## src/rtl/cssq_consts.svh

```systemverilog
// constants for the touch sense conversion sequencer
// assumes inclusion by bare name from rtl files
`ifndef CSSQ_CONSTS_SVH
`define CSSQ_CONSTS_SVH
`define CSSQ_OFF_CONFIG   8'h00
`define CSSQ_OFF_CONTROL  8'h04
`define CSSQ_OFF_SCAN_ST  8'h08
`define CSSQ_OFF_SCAN_END 8'h0c
`define CSSQ_OFF_CHAN     8'h10
`define CSSQ_OFF_ANALOG   8'h14
`define CSSQ_OFF_STATUS   8'h18
`define CSSQ_OFF_IRQ_EN   8'h1c
`define CSSQ_OFF_PRIO     8'h20
`define CSSQ_SRC_MSB      6
`define CSSQ_SRC_LSB      4
`define CSSQ_ACC_MSB      1
`define CSSQ_ACC_LSB      0
`define CSSQ_BUSY_BIT     0
`define CSSQ_ST_DONE      0
`define CSSQ_ST_GT        1
`define CSSQ_CFG_RST      8'h00
`define CSSQ_CHAN_RST     5'h1f
`define CSSQ_ACC_RUN_W    7
`define CSSQ_ACC_1        7'h01
`define CSSQ_ACC_4        7'h04
`define CSSQ_ACC_16       7'h10
`define CSSQ_ACC_64       7'h40
`endif

```

## src/rtl/cssq_pkg.sv

```systemverilog
// types for the touch sense conversion sequencer
// assumes no other package
package cssq_pkg;
	typedef enum logic [2:0] {
		CSSQ_SRC_BUSY  = 3'b000,
		CSSQ_SRC_T0    = 3'b001,
		CSSQ_SRC_T2    = 3'b010,
		CSSQ_SRC_T1    = 3'b011,
		CSSQ_SRC_RSV4  = 3'b100,
		CSSQ_SRC_RSV5  = 3'b101,
		CSSQ_SRC_CONT  = 3'b110,
		CSSQ_SRC_SCAN  = 3'b111
	} cssq_src_t;
	typedef enum logic [0:0] {
		CSSQ_IDLE = 1'b0,
		CSSQ_CONV = 1'b1
	} cssq_state_t;
endpackage : cssq_pkg

```

## src/rtl/cssq_next_chan.sv

```systemverilog
// next channel picker for auto-scan
// assumes channel numbers index the analog pin mask directly
`timescale 1ns/100ps
module cssq_next_chan #(
	parameter int CH_W  = 5,
	parameter int NPINS = 16
) (
	input  wire logic [CH_W-1:0]  cur_i,
	input  wire logic [CH_W-1:0]  first_i,
	input  wire logic [CH_W-1:0]  last_i,
	input  wire logic [NPINS-1:0] analog_i,
	output logic      [CH_W-1:0]  next_o
);
	logic [NPINS-1:0] hit;
	logic [CH_W-1:0]  pick;
	logic             found;

	// candidate pins strictly above current, not past the end
	for (genvar g = 0; g < NPINS; g++) begin : g_hit
		assign hit[g] = analog_i[g] && (CH_W'(g) > cur_i) &&
			(CH_W'(g) <= last_i);
	end

	always_comb begin
		pick  = last_i;
		found = 1'b0;
		for (int i = 0; i < NPINS; i++) begin
			if (hit[i] && !found) begin
				pick  = CH_W'(i);
				found = 1'b1;
			end
		end
	end

	// wrap back after the end channel, else lowest analog pin above, or the end channel if none
	assign next_o = (cur_i == last_i) ? first_i : pick;
endmodule : cssq_next_chan

```

## src/rtl/cssq_seq.sv

```systemverilog
// touch sense conversion sequencer with apb register slave
// assumes an analog converter that answers each start with a done pulse
//
// What this block does
// - the start source field picks busy write, timer 0, 2, 1, continuous or scan.
// - in busy-write mode a one written to the busy bit starts a conversion.
// - in both continuous modes nothing converts until the busy bit is set.
// - the done interrupt reaches the output only when its enable bit 0 is set.
// - with accumulation the done interrupt comes after the group's last one.
// - start source value 111b enables auto-scan.
// - in scan mode a write to scan start is copied into the channel select.
// - in scan mode a one written to the busy bit starts the scan.
// - after each group the scan moves to the next higher analog pin.
// - after converting at the end channel the scan reloads the start channel.
// - a scan skips channels that are not analog, except the start and end channels.
// - scanning goes on in suspend and a greater-than event wakes the device.
// - the done interrupt is high priority when its priority bit is one.
`timescale 1ns/100ps
`include "cssq_consts.svh"
module cssq_seq #(
	parameter int CH_W  = 5,
	parameter int NPINS = 16
) (
	input  wire logic        clk_i,
	input  wire logic        rstn_i,
	input  wire logic        psel_i,
	input  wire logic        penable_i,
	input  wire logic        pwrite_i,
	input  wire logic [7:0]  paddr_i,
	input  wire logic [31:0] pwdata_i,
	output logic      [31:0] prdata_o,
	output logic             pready_o,
	output logic             pslverr_o,
	input  wire logic        t0_ovf_i,
	input  wire logic        t1_ovf_i,
	input  wire logic        t2_ovf_i,
	input  wire logic        conv_done_i,
	input  wire logic        conv_gt_i,
	input  wire logic        suspend_i,
	output logic             conv_start_o,
	output logic [CH_W-1:0]  channel_o,
	output logic             irq_o,
	output logic             irq_high_o,
	output logic             wake_o
);
	logic                      rst_s1;
	logic                      rst_n;
	logic [7:0]                sense_config_reg;
	logic                      conversion_busy_bit;
	logic [CH_W-1:0]           scan_start_channel;
	logic [CH_W-1:0]           scan_end_channel;
	logic [CH_W-1:0]           sense_channel_select;
	logic [NPINS-1:0]          analog_pins;
	logic [1:0]                irq_status;
	logic [1:0]                ext_irq_enable_two;
	logic [1:0]                ext_irq_priority_two;
	logic [`CSSQ_ACC_RUN_W-1:0] acc_cnt;
	logic [`CSSQ_ACC_RUN_W-1:0] acc_target;
	logic [CH_W-1:0]           next_chan;
	cssq_pkg::cssq_state_t     state;
	cssq_pkg::cssq_src_t       src;
	logic                      acc_wr;
	logic [31:0]               rd_mux;
	logic                      wr_ctl;
	logic                      wr_ss;
	logic                      wr_chan;
	logic                      busy_set;
	logic                      tmr_hit;
	logic                      go;
	logic                      grp_done;
	logic                      cont_mode;
	logic                      keep_going;
	logic                      hit_map;

	// reset release through two flops
	always_ff @(posedge clk_i or negedge rstn_i) begin
		if (!rstn_i) begin
			rst_s1 <= 1'b0;
			rst_n  <= 1'b0;
		end else begin
			rst_s1 <= 1'b1;
			rst_n  <= rst_s1;
		end
	end

	// apb decode, zero wait states
	assign acc_wr   = psel_i && penable_i && pwrite_i;
	assign wr_ctl   = acc_wr && paddr_i == `CSSQ_OFF_CONTROL;
	assign wr_ss    = acc_wr && paddr_i == `CSSQ_OFF_SCAN_ST;
	assign wr_chan  = acc_wr && paddr_i == `CSSQ_OFF_CHAN;
	assign pready_o = 1'b1;

	always_comb begin
		unique case (paddr_i)
			`CSSQ_OFF_CONFIG, `CSSQ_OFF_CONTROL, `CSSQ_OFF_SCAN_ST,
			`CSSQ_OFF_SCAN_END, `CSSQ_OFF_CHAN, `CSSQ_OFF_ANALOG,
			`CSSQ_OFF_STATUS, `CSSQ_OFF_IRQ_EN,
			`CSSQ_OFF_PRIO: hit_map = 1'b1;
			default:        hit_map = 1'b0;
		endcase
	end
	assign pslverr_o = psel_i && penable_i && !hit_map;

	always_comb begin
		rd_mux = 32'h0000_0000;
		unique case (paddr_i)
			`CSSQ_OFF_CONFIG:   rd_mux[7:0] = sense_config_reg;
			`CSSQ_OFF_CONTROL:
				rd_mux[`CSSQ_BUSY_BIT] = conversion_busy_bit;
			`CSSQ_OFF_SCAN_ST:  rd_mux[CH_W-1:0] = scan_start_channel;
			`CSSQ_OFF_SCAN_END: rd_mux[CH_W-1:0] = scan_end_channel;
			`CSSQ_OFF_CHAN:     rd_mux[CH_W-1:0] = sense_channel_select;
			`CSSQ_OFF_ANALOG:   rd_mux[NPINS-1:0] = analog_pins;
			`CSSQ_OFF_STATUS:   rd_mux[1:0] = irq_status;
			`CSSQ_OFF_IRQ_EN:   rd_mux[1:0] = ext_irq_enable_two;
			`CSSQ_OFF_PRIO:     rd_mux[1:0] = ext_irq_priority_two;
			default:            rd_mux = 32'h0000_0000;
		endcase
	end

	// read data caught in setup, stands through the access cycle
	always_ff @(posedge clk_i or negedge rst_n) begin
		if (!rst_n) begin
			prdata_o <= 32'h0000_0000;
		end else if (psel_i && !penable_i) begin
			prdata_o <= rd_mux;
		end
	end

	always_ff @(posedge clk_i or negedge rst_n) begin
		if (!rst_n) begin
			sense_config_reg     <= `CSSQ_CFG_RST;
			scan_start_channel   <= '0;
			scan_end_channel     <= '0;
			analog_pins          <= '0;
			ext_irq_enable_two   <= 2'h0;
			ext_irq_priority_two <= 2'h0;
		end else if (acc_wr) begin
			unique case (paddr_i)
				`CSSQ_OFF_CONFIG:   sense_config_reg <= pwdata_i[7:0];
				`CSSQ_OFF_SCAN_ST:
					scan_start_channel <= pwdata_i[CH_W-1:0];
				`CSSQ_OFF_SCAN_END:
					scan_end_channel <= pwdata_i[CH_W-1:0];
				`CSSQ_OFF_ANALOG:   analog_pins <= pwdata_i[NPINS-1:0];
				`CSSQ_OFF_IRQ_EN:   ext_irq_enable_two <= pwdata_i[1:0];
				`CSSQ_OFF_PRIO:     ext_irq_priority_two <= pwdata_i[1:0];
				default:            ;
			endcase
		end
	end

	// start source and group size
	assign src = cssq_pkg::cssq_src_t'(
		sense_config_reg[`CSSQ_SRC_MSB:`CSSQ_SRC_LSB]);
	assign cont_mode = src == cssq_pkg::CSSQ_SRC_CONT ||
		src == cssq_pkg::CSSQ_SRC_SCAN;

	always_comb begin
		unique case (sense_config_reg[`CSSQ_ACC_MSB:`CSSQ_ACC_LSB])
			2'h0: acc_target = `CSSQ_ACC_1;
			2'h1: acc_target = `CSSQ_ACC_4;
			2'h2: acc_target = `CSSQ_ACC_16;
			2'h3: acc_target = `CSSQ_ACC_64;
		endcase
	end

	always_comb begin
		unique case (src)
			cssq_pkg::CSSQ_SRC_T0: tmr_hit = t0_ovf_i;
			cssq_pkg::CSSQ_SRC_T2: tmr_hit = t2_ovf_i;
			cssq_pkg::CSSQ_SRC_T1: tmr_hit = t1_ovf_i;
			default:               tmr_hit = 1'b0;
		endcase
	end

	assign busy_set = wr_ctl && pwdata_i[`CSSQ_BUSY_BIT];
	// busy write starts every mode, including the timer modes; timer overflow also starts the timer modes
	assign go = (state == cssq_pkg::CSSQ_IDLE) &&
		((!tmr_hit && (busy_set || (cont_mode && conversion_busy_bit))) ||
		tmr_hit);
	assign grp_done = state == cssq_pkg::CSSQ_CONV && conv_done_i &&
		acc_cnt == acc_target - `CSSQ_ACC_RUN_W'(1);
	assign keep_going = cont_mode && conversion_busy_bit;

	always_ff @(posedge clk_i or negedge rst_n) begin
		if (!rst_n) begin
			conversion_busy_bit <= 1'b0;
		end else if (busy_set || (go && tmr_hit)) begin
			conversion_busy_bit <= 1'b1;
		end else if (wr_ctl) begin
			conversion_busy_bit <= 1'b0;
		end else if (grp_done && !cont_mode) begin
			conversion_busy_bit <= 1'b0;
		end
	end

	// conversion sequencer, no gating by suspend
	always_ff @(posedge clk_i or negedge rst_n) begin
		if (!rst_n) begin
			state        <= cssq_pkg::CSSQ_IDLE;
			acc_cnt      <= '0;
			conv_start_o <= 1'b0;
		end else begin
			conv_start_o <= 1'b0;
			unique case (state)
				cssq_pkg::CSSQ_IDLE: begin
					if (go) begin
						state        <= cssq_pkg::CSSQ_CONV;
						acc_cnt      <= '0;
						conv_start_o <= 1'b1;
					end
				end
				cssq_pkg::CSSQ_CONV: begin
					if (grp_done) begin
						acc_cnt <= '0;
						if (keep_going) begin
							conv_start_o <= 1'b1;
						end else begin
							state <= cssq_pkg::CSSQ_IDLE;
						end
					end else if (conv_done_i) begin
						acc_cnt      <= acc_cnt + `CSSQ_ACC_RUN_W'(1);
						conv_start_o <= 1'b1;
					end
				end
			endcase
		end
	end

	cssq_next_chan #(
		.CH_W  (CH_W),
		.NPINS (NPINS)
	) u_next (
		.cur_i    (sense_channel_select),
		.first_i  (scan_start_channel),
		.last_i   (scan_end_channel),
		.analog_i (analog_pins),
		.next_o   (next_chan)
	);

	// channel select: software write, scan-start copy, scan step
	always_ff @(posedge clk_i or negedge rst_n) begin
		if (!rst_n) begin
			sense_channel_select <= `CSSQ_CHAN_RST;
		end else if (wr_chan) begin
			sense_channel_select <= pwdata_i[CH_W-1:0];
		end else if (wr_ss && src == cssq_pkg::CSSQ_SRC_SCAN) begin
			sense_channel_select <= pwdata_i[CH_W-1:0];
		end else if (grp_done && src == cssq_pkg::CSSQ_SRC_SCAN) begin
			sense_channel_select <= next_chan;
		end
	end
	assign channel_o = sense_channel_select;

	// sticky flags, write one to clear, set wins
	always_ff @(posedge clk_i or negedge rst_n) begin
		if (!rst_n) begin
			irq_status <= 2'h0;
		end else begin
			irq_status[`CSSQ_ST_DONE] <= grp_done ||
				(irq_status[`CSSQ_ST_DONE] && !(acc_wr &&
				paddr_i == `CSSQ_OFF_STATUS &&
				pwdata_i[`CSSQ_ST_DONE]));
			irq_status[`CSSQ_ST_GT] <= conv_gt_i ||
				(irq_status[`CSSQ_ST_GT] && !(acc_wr &&
				paddr_i == `CSSQ_OFF_STATUS && pwdata_i[`CSSQ_ST_GT]));
		end
	end

	always_ff @(posedge clk_i or negedge rst_n) begin
		if (!rst_n) begin
			irq_o      <= 1'b0;
			irq_high_o <= 1'b0;
			wake_o     <= 1'b0;
		end else begin
			irq_o      <= |(irq_status & ext_irq_enable_two);
			irq_high_o <= |(irq_status & ext_irq_enable_two &
				ext_irq_priority_two);
			wake_o     <= suspend_i && src == cssq_pkg::CSSQ_SRC_SCAN &&
				conv_gt_i;
		end
	end

	AST_SW_START: assert property (@(posedge clk_i) disable iff (!rst_n)
		state == cssq_pkg::CSSQ_IDLE && src == cssq_pkg::CSSQ_SRC_BUSY &&
		busy_set |=> conv_start_o && state == cssq_pkg::CSSQ_CONV)
		else $error("busy write did not start a conversion");
	AST_CONT_WAIT: assert property (@(posedge clk_i) disable iff (!rst_n)
		state == cssq_pkg::CSSQ_IDLE && cont_mode && !conversion_busy_bit &&
		!busy_set |=> !conv_start_o)
		else $error("continuous mode started without busy");
	AST_IRQ_GATE: assert property (@(posedge clk_i) disable iff (!rst_n)
		irq_o |-> $past(|(irq_status & ext_irq_enable_two)))
		else $error("interrupt without enabled flag");
	AST_GROUP_LAST: assert property (@(posedge clk_i) disable iff (!rst_n)
		grp_done |-> conv_done_i && acc_cnt == acc_target - `CSSQ_ACC_1)
		else $error("done flagged before last conversion");
	AST_SS_COPY: assert property (@(posedge clk_i) disable iff (!rst_n)
		wr_ss && !wr_chan && src == cssq_pkg::CSSQ_SRC_SCAN |=>
		channel_o == $past(pwdata_i[CH_W-1:0]))
		else $error("scan start not copied to channel");
	AST_WRAP: assert property (@(posedge clk_i) disable iff (!rst_n)
		grp_done && src == cssq_pkg::CSSQ_SRC_SCAN && !wr_chan && !wr_ss &&
		channel_o == scan_end_channel |=> channel_o == $past(scan_start_channel))
		else $error("scan did not wrap to start");
	AST_BUSY_CLEAR: assert property (@(posedge clk_i) disable iff (!rst_n)
		grp_done && !cont_mode && !wr_ctl |=>
		!conversion_busy_bit && irq_status[`CSSQ_ST_DONE])
		else $error("group end did not clear busy");
	AST_TMR_IGNORE: assert property (@(posedge clk_i) disable iff (!rst_n)
		state == cssq_pkg::CSSQ_CONV && !conv_done_i && tmr_hit |=>
		!conv_start_o)
		else $error("overflow restarted a running conversion");
	AST_PRIO: assert property (@(posedge clk_i) disable iff (!rst_n)
		irq_high_o |-> irq_o && $past(|ext_irq_priority_two))
		else $error("high priority without priority bit");
	AST_WAKE: assert property (@(posedge clk_i) disable iff (!rst_n)
		suspend_i && src == cssq_pkg::CSSQ_SRC_SCAN && conv_gt_i |=> wake_o)
		else $error("greater-than event did not wake");
endmodule : cssq_seq

```

## config.mk

```make
export PLATFORM = sky130hd
export DESIGN_NAME = cssq_seq
export DESIGN_NICKNAME = d
export VERILOG_FILES = /design/src/rtl/cssq_pkg.sv /design/src/rtl/cssq_next_chan.sv /design/src/rtl/cssq_seq.sv
export VERILOG_INCLUDE_DIRS = /design/src /design/src/rtl
export SDC_FILE = /design/constraint.sdc
export NUM_CORES = 1
export LEC_CHECK = 0
export ABC_AREA = 1
export BUFFER_PORTS_ARGS = -buffer_cell sky130_fd_sc_hd__buf_4
export CORE_MARGIN = 3
export CORE_UTILIZATION = 52
export CTS_BUF_LIST = sky130_fd_sc_hd__clkbuf_4
export DETAILED_ROUTE_END_ITERATION = 16
export PLACE_DENSITY_LB_ADDON = 0.3
export SYNTH_ARGS = -nofsm -noshare
export SYNTH_HDL_FRONTEND = slang
export SYNTH_HIERARCHICAL = 1
export SYNTH_SLANG_ARGS = --single-unit
export TNS_END_PERCENT = 10
```

## constraint.sdc

```tcl
create_clock -name clk_i -period 2.4 [get_ports clk_i]
set_clock_uncertainty 0.15 [all_clocks]
set_input_delay 0.24 -clock clk_i [delete_from_list [all_inputs] [get_ports clk_i]]
set_output_delay 0.24 -clock clk_i [all_outputs]
set_load 0.01 [all_outputs]
```

Word-level counts from Yosys, hierarchy flattened
Cells that the tools add are included.
{"block": "word_totals", "ff_bits": 76, "inputBits": 51, "output_inout_bits": 43, "word_cells": 244}
{"block": "classes", "addsub": 2, "n_lt_le_gt_ge": 32, "n_eq_ne": 20, "muxes": 57, "bitwise": 3, "n_reduce_logical": 112}
{"cell": "$mux W5", "count": 20}
{"cell": "$logic_and A1 B1 Y1", "count": 71}
{"cell": "$gt A4 B5 Y1 const A", "count": 8}
{"cell": "$le A4 B5 Y1 const A", "count": 8}
{"cell": "$eq A8 B5 Y1 const B", "count": 4}
{"cell": "$pmux W7 S4", "count": 1}
{"cell": "$mux W1", "count": 24}
{"cell": "$logic_not A1 Y1", "count": 21}
{"cell": "$mux W7", "count": 3}
{"cell": "$gt A3 B5 Y1 const A", "count": 4}
{"cell": "$le A3 B5 Y1 const A", "count": 4}
{"cell": "$eq A8 B4 Y1 const B", "count": 2}
{"cell": "$pmux W3 S5", "count": 1}
{"cell": "$pmux W7 S2", "count": 1}
{"cell": "$reduce_and A2 Y1", "count": 7}
{"cell": "$gt A1 B5 Y1 const A", "count": 2}
{"cell": "$gt A2 B5 Y1 const A", "count": 2}
{"cell": "$le A1 B5 Y1 const A", "count": 2}
{"cell": "$le A2 B5 Y1 const A", "count": 2}
{"cell": "$pmux W1 S9", "count": 1}
{"cell": "$reduce_or A9 Y1", "count": 1}
{"cell": "$eq A8 B3 Y1 const B", "count": 1}
{"cell": "$eq A8 B6 Y1 const B", "count": 1}
{"cell": "$logic_not A8 Y1", "count": 1}
{"cell": "other kinds (22)", "count": 34}

Depth between registers and ports, before layout
Gate-level depths: netlist of the first run.
{"block": "logic_depth", "depth_word": 53, "mapped_depth": 22, "ltp_nobuf": 21}

Cells and area by module
The synthesis of the first run kept the hierarchy.
{"module": "cssq_seq", "instances": 1, "cells_each": 489, "area_per_inst_um2": 3935.0, "seq_area_each_um2": 1908.1}
{"module": "cssq_next_chan", "instances": 1, "cells_each": 170, "area_per_inst_um2": 864.6, "seq_area_each_um2": 0.0}

Worst setup path after synthesis of the first run
Ideal clock, no wire load.
{"block": "synth_timing", "path_kind": "flip-flop to flip-flop", "startpoint": "register sense_channel_select[3], in the netlist channel_o[3]", "endpoint": "register sense_channel_select[1], in the netlist channel_o[1]", "setup_time_ps": 76, "t_arrival_ps": 2203, "required_ps": 2174, "slack_ps": -30, "stages_incl_launch_ff": 21, "n_path_buf": 1, "period_less_slack_ps": 2430, "cell_sequence": "dfstp_2 -> buf_2 -> nor2_4 -> nand2_1 -> nor2_1 -> nand2_2 -> nand2_4 -> nor2_8 -> nand4_4 -> nor2_4 -> nand4_2 -> nor2_4 -> nand2_1 -> nand3_1 -> nand2_1 -> nor2_1 -> nor2_1 -> inv_1 -> nand2_2 -> nand3_1 -> nand2_1"}
{"block": "synth_between", "elab_chain_len": 53, "word_cells_on_any_way": 114, "classes_between": "order compare: 16; eq/ne: 1; mux: 35; reduce/logical: 62"}
{"element": "start, declared", "line": "cssq_seq.sv:52", "text": "logic [CH_W-1:0] sense_channel_select;"}
{"element": "start signal, assigned", "line": "cssq_seq.sv:245", "text": "sense_channel_select <= `CSSQ_CHAN_RST;"}
{"element": "start signal, assigned", "line": "cssq_seq.sv:247", "text": "sense_channel_select <= pwdata_i[CH_W-1:0];"}
{"element": "start signal, assigned", "line": "cssq_seq.sv:249", "text": "sense_channel_select <= pwdata_i[CH_W-1:0];"}
{"element": "$gt A1 B5 Y1", "line": "cssq_next_chan.sv:20", "text": "assign hit[g] = analog_i[g] && (CH_W'(g) > cur_i) &&"}
{"element": "$logic_and A1 B1 Y1 (2 in series)", "line": "cssq_next_chan.sv:20"}
{"element": "$mux W1", "line": "cssq_next_chan.sv:28", "text": "if (hit[i] && !found) begin"}
{"element": "$logic_not A1 Y1", "line": "cssq_next_chan.sv:28"}
{"element": "$logic_and A1 B1 Y1", "line": "cssq_next_chan.sv:28"}
{"element": "$mux W1", "line": "cssq_next_chan.sv:28"}
{"element": "$logic_not A1 Y1", "line": "cssq_next_chan.sv:28"}
{"element": "$logic_and A1 B1 Y1", "line": "cssq_next_chan.sv:28"}
{"element": "(+37 left out)"}
{"element": "$logic_not A1 Y1", "line": "cssq_next_chan.sv:28"}
{"element": "$logic_and A1 B1 Y1", "line": "cssq_next_chan.sv:28"}
{"element": "$mux W5", "line": "cssq_next_chan.sv:28"}
{"element": "$mux W5 (*)", "line": "cssq_next_chan.sv:36", "text": "assign next_o = (cur_i == last_i) ? first_i : pick;"}
{"element": "named net next_chan[1]", "line": "cssq_seq.sv:59", "text": "logic [CH_W-1:0] next_chan;"}
{"element": "$mux W5 (*)", "line": "cssq_seq.sv:250", "text": "end else if (grp_done && src == cssq_pkg::CSSQ_SRC_SCAN) begin"}
{"element": "$mux W5 (*)", "line": "cssq_seq.sv:248", "text": "end else if (wr_ss && src == cssq_pkg::CSSQ_SRC_SCAN) begin"}
{"element": "$mux W5 (*)", "line": "cssq_seq.sv:246", "text": "end else if (wr_chan) begin"}
Mark *: on every way through the listed nets, which the timed path passes. The rest lies on a longest branch. The select of a mux whose other input is x is not followed.
A chain may end at the register's enable or synchronous reset.

Worst setup path after layout of the first run
{"block": "layout_timing", "startpoint": "register sense_channel_select[0], in the netlist channel_o[0]", "endpoint": "register sense_channel_select[1], in the netlist channel_o[1]"}
Same word-level chain as after synthesis.

==> results of run 1 <==
==> through the flow <==
stage,instances,instance area [um2]
2_1_floorplan,675,4863
3_3_place_gp,845,5485
3_5_place_dp,845,5485
4_1_cts,881,5831
5_1_grt,884,5926
6_report,884,5926
==> cell type report <==
type,count,share of cell area [%]
clock inverter,6,1.098
timing repair buffer,116,15.71
sequential,76,32.24
multi-input combinational,499,42.99
tap,108,2.280
clock buffer,10,1.267
inverter,69,4.413
==> report_power, final <==
| part | internal (uW) | switching [uW] |
|---|---|---|
| clock network | 329 | 467 |
| registers | 1360 | 99.3 |
| logic | 197 | 284 |
| total | 1880 | 850 |
==> cells by family (layout without fill, tap and decap cells) <==
kind of cell	count (synthesis)	count (layout)	share of synthesized area (%)
buffers and inverters	100	201	10.06
xor gates and xnor gates	6	6	1.095
other	2	18	0.1565
AOI/OAI and AO/OA	85	85	9.907
DFF	76	76	39.75
and+or+nand+nor	389	389	38.76
adders and majority gates	1	1	0.2606
==> worst paths after layout <==
kind | to | slack, ns | cells past startpoint
worst max-delay path | channel_o[1]$_DFFE_PN1P_ | -0.20 | 19
worst min-delay path | ext_irq_priority_two[1]$_DFFE_PN0P_ | 0.06 | 3
worst max register to register | channel_o[1]$_DFFE_PN1P_ | -0.20 | 19
worst min register to register | prdata_o[0]$_DFFE_PN0P_ | 0.16 | 1
max in group asynchronous | rst_n$_DFF_PN0_ | 1.48 | 3
min in group asynchronous | prdata_o[0]$_DFFE_PN0P_ | 0.16 | 1
==> worst min-delay path, delay by kind of cell <==
family	cells	cell delay (ns)
AOI/OAI and AO/OA	1	0.19
buffers and inverters	2	0.21
==> repair_timing <==
| action | in CTS | in global routing |
|---|---|---|
| gates cloned | 0 | 0 |
| endpoints found under the setup margin | 4 | 5 |
| hold buffers | 18 | 1 |
| setup buffers | 2 | 2 |
| resized for setup | 3 | 17 |
| pin swaps | 0 | 7 |
| hold endpoints to repair | 27 | 2 |
==> per-layer routing <==
| metal | up-vias | share of wire [%] |
|---|---|---|
| li1 | 2334 | - |
| met1 | 2278 | 44 |
| met2 | 189 | 48 |
| met3 | 20 | 6.3 |
| met4 | 0 | 1.3 |
| met5 | - | 0 |
==> placed cells by master, fill, tap and decap left out, types with 2 or more instances in the layout <==
master and count:
nand2_1 184, buf_4 96, nand3_1 76, dfrtp_1 69, inv_1 56, nor2_1 56
o21ai_1 27, o21ai_0 23, nand2_2 20, dlygate4sd3_1 19, conb_1 18, a21oi_1 17
inv_2 12, nand4_1 10, clkbuf_4 10, nor2_4 9, nor2_2 6, nand2_4 6
dfstp_2 5, nand3_2 5, xor2_1 3, o31ai_1 3, xnor2_1 3, clkinvlp_4 3
o22ai_1 3, nand4_4 3, nor3_1 2, nor2_8 2, nor3_2 2, or2_2 2
dfrtp_2 2, nand3b_1 2
==> metrics.csv, run 1 <==
stage;metric;value;unit
logic_synthesis;post-synth cell types;50;
logic_synthesis;Synth Cell Area;4800;um2
drt;drt first-iter violations;385;
clock_tree;TritonCTS Sinks;76;
drt;DR pass1 iterations;5;
die;I/O pin cnt;94;
worst_setup_path;Worst Path Required;2.62;ns
worst_setup_path;CP Launch Point;channel_o[0]$_DFFE_PN1P_;
finish;area grow syn2layout;23.46;%
timing;Hold Fails Final Rpt;0;
grt;GRT overflow;0;
logic_synthesis;number of synthesized flops with an enable pin;0;
die;core area;8848;um2
grt;met1 Use GR;36.56;%
timing;period utilization;108.2;%
clock_tree;Root Driver;clkbuf_4;
die;num rows;34;
pwr;PwrDens;461.0;nW/um2
worst_setup_path;Crit path buffers/inverters;2;
grt;met3 usage;5.188;%
drt;vias per inst;5.454;
drt;routed wire length;13.23;mm
place;GPL Wtd Cong;0.9977;
grt;busiest layer in global routing;met2;
worst_setup_path;critical path class;register to register;
logic_synthesis;most frequent cell after synthesis;nand2_1;
finish;multi-input logic area;2547;um2
timing;Final WS setup;-0.1977;ns
logic_synthesis;synthesized area per cell;7.283;um2
worst_setup_path;crit path cell chain;inv_1, nand2_2, nor2_2, nand2_2, nand2_4, nor2_8, nand4_4, nor2_4, nand4_4, nor2_4, nand2_2, nand3_1, nand2_1, nor2_1, nor2_1, inv_1, nand2_2, nand3_1, nand2_1;
logic_synthesis;Synth area leader;dfrtp_1;
worst_setup_path;CP max stage delay;0.64;ns
grt;met2 usage;42.78;%
timing;Slew Viols, Final;0;
status;violated checks;setup timing;
worst_setup_path;Top cell by count, worst path;nand2_2;
worst_setup_path;worst-path fanout max;5;
die;Die Footprint;10420;um2
timing;WHS;0.06032;ns
finish;Nets;823;
die;die width;102.1;um
logic_synthesis;main area contributors after synthesis;dfrtp_1, nand2_1, nand3_1;
logic_synthesis;FF+latch count, synth;76;
timing;fin crit period;2.598;ns
worst_setup_path;CP max-delay cell;dfstp_2;
timing;fmax;385.0;MHz
clock_tree;CTS Buf Count;9;
drt;DRC Markers;0;
logic_synthesis;synthesized instance count;659;
drt;Routed WL per cell;14.97;um
pwr;Overall Power;2732;uW
pwr;Static Leakage;0.003117;uW
clock_tree;H-tree levels;3;
grt;initial antenna violation count;0;
grt;All-Layer GR Usage;26.19;%
grt;global-route wire length before repair;21.42;mm
drt;vias post-DR;4821;
finish;fraction of layout instances using a drive strength above 1;24.61;%
worst_setup_path;Critical Path Start Type;register;
logic_synthesis;share of the synthesized area in the top cell type;37.02;%
worst_setup_path;R2R Path Start;channel_o[0]$_DFFE_PN1P_;
clock_tree;clk slew on worst S/H paths;0.15;ns
flow_run;max-cap check violation count;0;
worst_setup_path;Crit path max-delay family;simple AND/OR/NAND/NOR gates;
pwr;worst vdd ir;0.0004113;V
logic_synthesis;Post-synth top cells;nand2_1, nand3_1, dfrtp_1, nor2_1, inv_1;
timing;Final Setup Violations;5;
status;status;finished, violations left;
finish;utilization after layout;66.97;%
place;Placement Setup Slack;-0.08631;ns
timing;RSZ-0062 raised after global routing;true;
place;hpwl dp;9.564;mm
place;Port-buffer cells;60;
grt;largest net degree at the start of global routing;75;
logic_synthesis;Synth Flop Type;dfrtp_1;
worst_setup_path;worst path arrival time;2.82;ns
die;Starting Density;54.24;%
finish;fillers;781;
grt;number of global-route vias before repair;4430;
hold_path;min-delay src;pwdata_i[1];
logic_synthesis;Synthesis Warnings;6;
logic_synthesis;ys async rst share;100.0;%
worst_setup_path;CP Capture Type;register;
hold_path;Hold WC Path Type;input port to register;
clock_tree;CTS tree;built;
clock_tree;clk_lat worst skew;0.45;ns
die;Die Ht;102.1;um
timing;Setup TNS;-0.7941;ns
drt;post-route ant nets;0;
finish;sequential standard cell area;1911;um2
logic_synthesis;post-synthesis sequential area ratio;39.75;%
clock_tree;CTS Buffer Depth;2;
finish;diode count;0;
Note: power is estimated with default switching activity, not from simulation.
==> run 2: changes to the inputs <==
CAP_MARGIN = 20   (was unset)
CORE_ASPECT_RATIO = 1.4   (was unset)
==> run 2 against run 1 <==
  * The flow still finishes with violations (setup timing)
  * Worst setup slack lost 0.017 ns
  * Worst hold slack got worse by 0.026 ns
  * Combinational power hardly changed
  * Non-clock buffer count rose by 16
  * Flip-flop and latch count is the same
  * Wire length rose by 6.1%
  * Sequential power barely moved
  * Via count up 0.62%
  * Critical endpoint unchanged
  * Largest cell class unchanged
==> metrics.csv, run 2 (same netlist as run 1, synthesis figures left out) <==
stage;metric;value;unit;change
status;status;finished, violations left;;
status;violated checks;setup timing;;
grt;initial antenna violation count;0;;unchanged
finish;diode count;0;;unchanged
pwr;power share of the sequential group;53.5;%;+0.2 points
worst_setup_path;critical path class;register to register;;
drt;Routed WL per cell;15.65;um;+4.6%
worst_setup_path;CP max stage delay;0.65;ns;about the same
worst_setup_path;CP Capture Type;register;;
drt;drt first-iter violations;211;;-45%
pwr;Cell Int Power;1868;uW;-0.77%
pwr;Combinational Power Share;17.6;%;about the same
place;Placement Setup Slack;-0.2110;ns;-0.1246 ns
flow_run;max-cap check violation count;0;;unchanged
finish;Nets;839;;+1.9%
die;num rows;40;;+18%
finish;commonest non-fill, non-tap cell in the layout;nand2_1;;
drt;post-route ant nets;0;;unchanged
grt;global-route wire length before repair;22.72;mm;+6.1%
pwr;PwrDens;448.6;nW/um2;-2.7%
pwr;Overall Power;2729;uW;-0.10%
place;GPL Wtd Cong;0.9259;;-7.2%
timing;fin crit period;2.615;ns;+0.01723 ns
die;Die Footprint;10440;um2;+0.16%
drt;vias post-DR;4851;;+0.62%
drt;routed wire length;14.04;mm;+6.1%
finish;area grow syn2layout;26.75;%;
hold_path;Hold WC Path Type;input port to register;;
timing;period utilization;109.0;%;+0.72 points
worst_setup_path;Top cell by count, worst path;nand2_2;;
die;Starting Density;54.49;%;+0.25 points
finish;fillers;762;;-2.4%
clock_tree;clk_lat worst skew;0.45;ns;about the same
clock_tree;CTS Buf Count;9;;unchanged
place;hpwl dp;10.54;mm;+10%
worst_setup_path;crit path cell chain;inv_1, nand2_2, nor2_4, nand2_2, nand2_4, nor2_8, nand4_4, nor2_4, nand2_2, nor2_4, nand2_2, nand3_2, nand3_1, nand2_1, nor2_1, nor2_1, inv_1, nand2_2, nand3_1, nand2_1;;
die;die width;87.20;um;-15%
place;Port-buffer cells;60;;unchanged
finish;utilization after layout;69.06;%;+2.1 points
drt;DR pass1 iterations;5;;unchanged
grt;GRT overflow;0;;unchanged
die;core area;8808;um2;-0.45%
clock_tree;TritonCTS Sinks;76;;unchanged
worst_setup_path;worst-path fanout max;5;;unchanged
timing;RSZ-0062 raised after global routing;true;;
drt;DRC Markers;0;;unchanged
grt;All-Layer GR Usage;27.53;%;+1.3 points
pwr;Static Leakage;0.003199;uW;+2.6%
clock_tree;clk slew on worst S/H paths;0.13;ns;-0.02 ns
pwr;net switching power of the design;861.6;uW;+1.4%
worst_setup_path;Crit path max-delay family;simple AND/OR/NAND/NOR gates;;
timing;Slew Viols, Final;0;;unchanged
clock_tree;CTS Buffer Depth;2;;unchanged
timing;WHS;0.03461;ns;-0.02571 ns
timing;fmax;382.4;MHz;-0.66%
clock_tree;Root Driver;clkbuf_4;;
grt;largest net degree at the start of global routing;34;;-55%
drt;vias per inst;5.408;;-0.84%
timing;Final WS setup;-0.2149;ns;-0.01723 ns
die;Die Ht;119.7;um;+17%
timing;Hold Fails Final Rpt;0;;unchanged
finish;most frequent cells in the layout;nand2_1, buf_4, nand3_1;;
die;I/O pin cnt;94;;unchanged
worst_setup_path;Worst Path Required;2.65;ns;+0.03 ns
timing;Final Setup Violations;5;;unchanged
pwr;worst vdd ir;0.0004398;V;+6.9%
worst_setup_path;Crit path buffers/inverters;2;;unchanged
worst_setup_path;CP max-delay cell;dfstp_2;;
grt;number of global-route vias before repair;4826;;+8.9%
worst_setup_path;worst path arrival time;2.86;ns;+0.04 ns
pwr;Sw Share;31.57;%;+0.46 points
clock_tree;H-tree levels;3;;unchanged
worst_setup_path;Critical Path Start Type;register;;
clock_tree;CTS tree;built;;
finish;fraction of layout instances using a drive strength above 1;27.27;%;+2.7 points
pwr;Clk network pwr share;28.9;%;-0.2 points
run 2: final timing paths:
| path | startpoint | end | slack (ns) | depth (start not counted) |
|---|---|---|---|---|
| setup / recovery | channel_o[0]$_DFFE_PN1P_ | channel_o[1]$_DFFE_PN1P_ | -0.21 | 20 |
| hold / removal | pwdata_i[0] | conversion_busy_bit$_DFFE_PN0P_ | 0.03 | 4 |
| setup reg to reg | channel_o[0]$_DFFE_PN1P_ | channel_o[1]$_DFFE_PN1P_ | -0.21 | 20 |
| hold reg to reg | rst_n$_DFF_PN0_ | irq_status[1]$_DFF_PN0_ | 0.06 | 0 |
| max in group asynchronous | rst_n$_DFF_PN0_ | channel_o[4]$_DFFE_PN1P_ | 1.32 | 1 |
| min in group asynchronous | rst_n$_DFF_PN0_ | irq_status[1]$_DFF_PN0_ | 0.06 | 0 |
run 2: power by group through the flow:
stage               Combinational [uW]  Sequential [uW]  Clock [uW]
global route                       531             1480         845
global placement                   429             1480           0
detailed placement                 444             1480           0
CTS                                472             1460         793
finish                             479             1460         789
floorplan                          316             1460           0
run 2: layout make-up:
type | instances | area [um2] | area share, %
multi-input cells | 499 | 2582 | 42.45
flip-flops and latches | 76 | 1911 | 31.41
clock inverters | 7 | 67.56 | 1.111
inverters | 69 | 261.5 | 4.299
repair buffers | 132 | 1062 | 17.46
clock buffers | 9 | 67.56 | 1.111
well taps | 105 | 131.4 | 2.160
run 2: routing by layer:
layer	global-route usage, %	vias up	wire length, um
li1	-	2363	-
met1	31.09	2318	5526
met2	49.14	126	7472
met3	4.533	44	474
met4	13.24	0	569
met5	0	-	0
run 2: worst reg2reg max path, cell delays in order, from the launching register on:
cell and delay [ns]:
dfstp_2 0.65, inv_1 0.09, nand2_2 0.10, nor2_4 0.05, nand2_2 0.09, nand2_4 0.07, nor2_8 0.13, nand4_4 0.10
nor2_4 0.17, nand2_2 0.08, nor2_4 0.14, nand2_2 0.09, nand3_2 0.08, nand3_1 0.06, nand2_1 0.06, nor2_1 0.05
nor2_1 0.14, inv_1 0.07, nand2_2 0.06, nand3_1 0.08, nand2_1 0.07
run 2: what timing repair did:
action,in CTS,in global routing
endpoints found under the hold margin,34,0
hold buffers,19,0
gates resized for setup,1,32
buffers inserted,1,4
pin swaps,0,16
endpoints found under the setup margin,5,5
run 2: through the flow:
stage,cell area [um2],TNS (ns),instances
floorplan,4863,0,675
global placement,5594,-0.5201,857
detailed placement,5594,-0.8060,857
CTS,5933,-0.8375,893
global route,6083,-1.671,897
finish,6083,-0.8321,897
==> run 3: changes to the inputs <==
SYNTH_HIERARCHICAL = unset   (was 1)
==> run 3 against run 2 <==
  * The flow now finishes without violations
  * Design area decreased by 7.5%
  * Clock power decreased by 13%
  * Worst hold slack improved by 0.078 ns
  * Sequential power about the same
  * Cell count decreased by 9.9%
  * Synthesized cell count decreased by 11%
  * Area after synthesis decreased by 5.4%
  * Flip-flop and latch count unchanged
  * Critical endpoint is now channel_o[2]$_DFFE_PN1P_
==> metrics.csv, run 3 <==
stage;metric;value;unit;change
hold_path;Hold WC Path Type;input port to register;;
die;core area;8344;um2;-5.3%
worst_setup_path;crit path cell chain;inv_1, nand2_2, o21ai_1, nand3_1, nor2_2, nor2_2, inv_1, nor3_2, nand3_1, nand4_1, nand2_1, o21ai_1, nand2_1;;
logic_synthesis;ys async rst share;100.0;%;unchanged
grt;GRT overflow;0;;unchanged
worst_setup_path;Crit path buffers/inverters;2;;unchanged
timing;Slew Viols, Final;0;;unchanged
clock_tree;clk slew on worst S/H paths;0.12;ns;about the same
worst_setup_path;critical path class;register to register;;
grt;global-route wire length before repair;20.84;mm;-8.3%
place;Placed Area;5130;um2;-8.3%
clock_tree;H-tree levels;3;;unchanged
die;die width;84.96;um;-2.6%
timing;Max transition margin;63.54;%;
timing;fmax;426.4;MHz;+12%
finish;fillers;677;;-11%
pwr;net switching power of the design;855.3;uW;-0.73%
pwr;Combinational Power Share;19.6;%;+2.0 points
pwr;worst vdd ir;0.0005241;V;+19%
logic_synthesis;post-synth cell types;52;;+4.0%
worst_setup_path;Reg2Reg Capture Point;channel_o[2]$_DFFE_PN1P_;;
finish;fraction of layout instances using a drive strength above 1;23.94;%;-3.3 points
drt;vias post-DR;4416;;-9.0%
hold_path;Hold EP;scan_end_channel[1]$_DFFE_PN0P_;;
grt;largest net degree at the start of global routing;75;;+120%
grt;All-Layer GR Usage;26.85;%;-0.69 points
pwr;power share of the sequential group;54.8;%;+1.3 points
pwr;Static Leakage;0.002805;uW;-12%
pwr;Clk network pwr share;25.6;%;-3.3 points
die;Starting Density;54.39;%;-0.10 points
die;num rows;39;;-2.5%
clock_tree;Root Driver;clkbuf_4;;
worst_setup_path;r2r setup slk;0.05;ns;+0.27 ns
hold_path;Worst Hold Depth;3;;-1
drt;routed wire length;12.87;mm;-8.4%
die;I/O pin cnt;94;;unchanged
place;GPL Wtd Cong;0.9678;;+4.5%
finish;diode count;0;;unchanged
timing;period utilization;97.71;%;-11 points
clock_tree;TritonCTS Sinks;76;;unchanged
logic_synthesis;synthesized instance count;589;;-11%
grt;number of global-route vias before repair;4360;;-9.7%
logic_synthesis;Synth Flop Type;dfrtp_1;;
logic_synthesis;main area contributors after synthesis;dfrtp_1, nand2_1, inv_1;;
logic_synthesis;number of synthesized flops with an enable pin;0;;unchanged
timing;Final WS setup;0.05485;ns;+0.2697 ns
timing;Final Setup Violations;0;;-5
logic_synthesis;synthesized area per cell;7.705;um2;+5.8%
clock_tree;CTS tree;built;;
timing;RSZ-0062 raised after global routing;true;;
timing;Hold Fails Final Rpt;0;;unchanged
timing;Worst-Margin Slew;0.5468;ns;
worst_setup_path;Worst Path Required;2.63;ns;-0.02 ns
drt;Routed WL per cell;15.92;um;+1.7%
finish;multi-input logic area;2235;um2;-13%
die;Die Ht;116.5;um;-2.6%
drt;vias per inst;5.465;;+1.1%
drt;DR pass1 iterations;5;;unchanged
logic_synthesis;FF+latch count, synth;76;;unchanged
clock_tree;CTS Buf Count;9;;unchanged
hold_path;min-delay src;pwdata_i[1];;
pwr;Sw Share;31.80;%;+0.23 points
logic_synthesis;Synthesis Warnings;0;;-6
clock_tree;clk_lat worst skew;0.44;ns;about the same
worst_setup_path;worst-path fanout max;6;;+1
flow_run;max-cap check violation count;0;;unchanged
worst_setup_path;worst path arrival time;2.58;ns;-0.28 ns
clock_tree;CTS Buffer Depth;2;;unchanged
worst_setup_path;R2R Path Start;channel_o[3]$_DFFE_PN1P_;;
finish;Design Area, Final;5628;um2;-7.5%
status;status;completed;;
logic_synthesis;Post-synth top cells;nand2_1, inv_1, dfrtp_1, o21ai_0, nor2_1;;
worst_setup_path;Critical Path Start Type;register;;
logic_synthesis;Synth area leader;dfrtp_1;;
finish;area grow syn2layout;24.01;%;
place;Placement Setup Slack;0.04593;ns;+0.2569 ns
logic_synthesis;share of the synthesized area in the top cell type;39.15;%;+2.1 points
place;Port-buffer cells;60;;unchanged
logic_synthesis;Synth Cell Area;4538;um2;-5.4%
timing;WHS;0.1131;ns;+0.07847 ns
finish;commonest non-fill, non-tap cell in the layout;nand2_1;;
worst_setup_path;Crit path max-delay family;simple AND/OR/NAND/NOR gates;;
pwr;PwrDens;477.9;nW/um2;+6.5%
pwr;Cell Int Power;1834;uW;-1.8%
worst_setup_path;CP max-delay cell;dfstp_2;;
logic_synthesis;most frequent cell after synthesis;nand2_1;;
worst_setup_path;worst r2r path cells;13;;-35%
drt;post-route ant nets;0;;unchanged
die;Die Footprint;9900;um2;-5.1%
drt;DRC Markers;0;;unchanged
timing;fin crit period;2.345;ns;-0.2697 ns
logic_synthesis;post-synthesis sequential area ratio;42.05;%;+2.3 points
place;hpwl dp;9.722;mm;-7.8%
worst_setup_path;CP Capture Type;register;;
grt;initial antenna violation count;0;;unchanged
finish;Nets;753;;-10%
finish;most frequent cells in the layout;nand2_1, buf_4, inv_1;;
pwr;Overall Power;2690;uW;-1.5%
worst_setup_path;CP max stage delay;0.65;ns;about the same
finish;sequential standard cell area;1912;um2;about the same
drt;drt first-iter violations;243;;+15%
run 3: changes by cell type in the layout (fill, tap and decap cells not counted), sizes merged, moves of 4 or more:
cell / previous run / this run
nor3: 4 / 8
nand2: 210 / 146
inv: 69 / 81
mux2: 0 / 6
o22ai: 3 / 9
nor2: 73 / 55
o21ai: 50 / 64
a221oi: 0 / 5
a31oi: 1 / 9
nand3: 82 / 37
buf: 113 / 92
run 3: worst max-delay path by stage:
| stage | startpoint | to | depth (start not counted) |
|---|---|---|---|
| detailed placement | scan_end_channel[1]$_DFFE_PN0P_ | channel_o[0]$_DFFE_PN1P_ | 15 |
| global route | channel_o[3]$_DFFE_PN1P_ | channel_o[0]$_DFFE_PN1P_ | 16 |
| finish | channel_o[3]$_DFFE_PN1P_ | channel_o[2]$_DFFE_PN1P_ | 13 |
| floorplan | channel_o[3]$_DFFE_PN1P_ | channel_o[0]$_DFFE_PN1P_ | 17 |
| CTS | scan_end_channel[1]$_DFFE_PN0P_ | channel_o[0]$_DFFE_PN1P_ | 15 |
| global placement | scan_end_channel[1]$_DFFE_PN0P_ | channel_o[0]$_DFFE_PN1P_ | 15 |
run 3: layout make-up:
| type | instances | share of cell area (%) |
|---|---|---|
| clock buffers | 10 | 1.334 |
| clock inverters | 6 | 0.7337 |
| inverters | 83 | 5.536 |
| multi-input cells | 418 | 39.71 |
| flip-flops and latches | 76 | 33.97 |
| well taps | 102 | 2.268 |
| repair buffers | 113 | 16.45 |
run 3: layer usage:
metal	wire length [um]	up-vias	track usage [%]
met5	0	-	0
met4	566	0	13.20
met3	547	42	4.799
met2	6777	143	49.33
met1	4975	2081	29.62
li1	-	2150	-
run 3: worst reg2reg max path, cell delays in order, from the launching register on:
cell	delay, ns
dfstp_2	0.65
inv_1	0.12
nand2_2	0.10
o21ai_1	0.08
nand3_1	0.11
nor2_2	0.07
nor2_2	0.20
inv_1	0.11
nor3_2	0.19
nand3_1	0.12
nand4_1	0.11
nand2_1	0.08
o21ai_1	0.14
nand2_1	0.06
run 3: kinds of logic (layout without fill, tap and decap cells):
logic type / Yosys count / after routing / share of synthesized area [%]
compound gates: 121 / 121 / 15.50
xor+xnor: 5 / 5 / 0.9652
fa+ha+maj: 1 / 1 / 0.2757
buf+inv: 111 / 212 / 11.17
flops: 76 / 76 / 42.05
mux: 6 / 6 / 1.489
other cells: 2 / 18 / 0.1655
simple gates: 267 / 267 / 28.40
run 3: power groups by stage:
| stage | combinational [uW] | sequential, uW | clock (uW) |
|---|---|---|---|
| 6_report | 528 | 1470 | 687 |
| 5_1_grt | 604 | 1490 | 757 |
| 4_1_cts | 517 | 1470 | 704 |
| 3_5_place_dp | 487 | 1500 | 0 |
| 3_3_place_gp | 475 | 1490 | 0 |
| 2_1_floorplan | 314 | 1500 | 0 |
run 3: metrics by stage:
stage / TNS (ns) / util [%] / cells
floorplan: 0 / - / 605
global placement: 0 / 61.48 / 757
detailed placement: 0 / 61.48 / 757
CTS: 0 / 65.39 / 794
global route: -0.3423 / 67.45 / 808
finish: 0 / 67.45 / 808
run 3: timing repair:
item                                   4_1_cts  5_1_grt
endpoints found under the hold margin       32        0
hold buffers                                21        0
gates resized for setup                      0       17
setup endpoints to repair                    0        6
setup buffers                                0       14
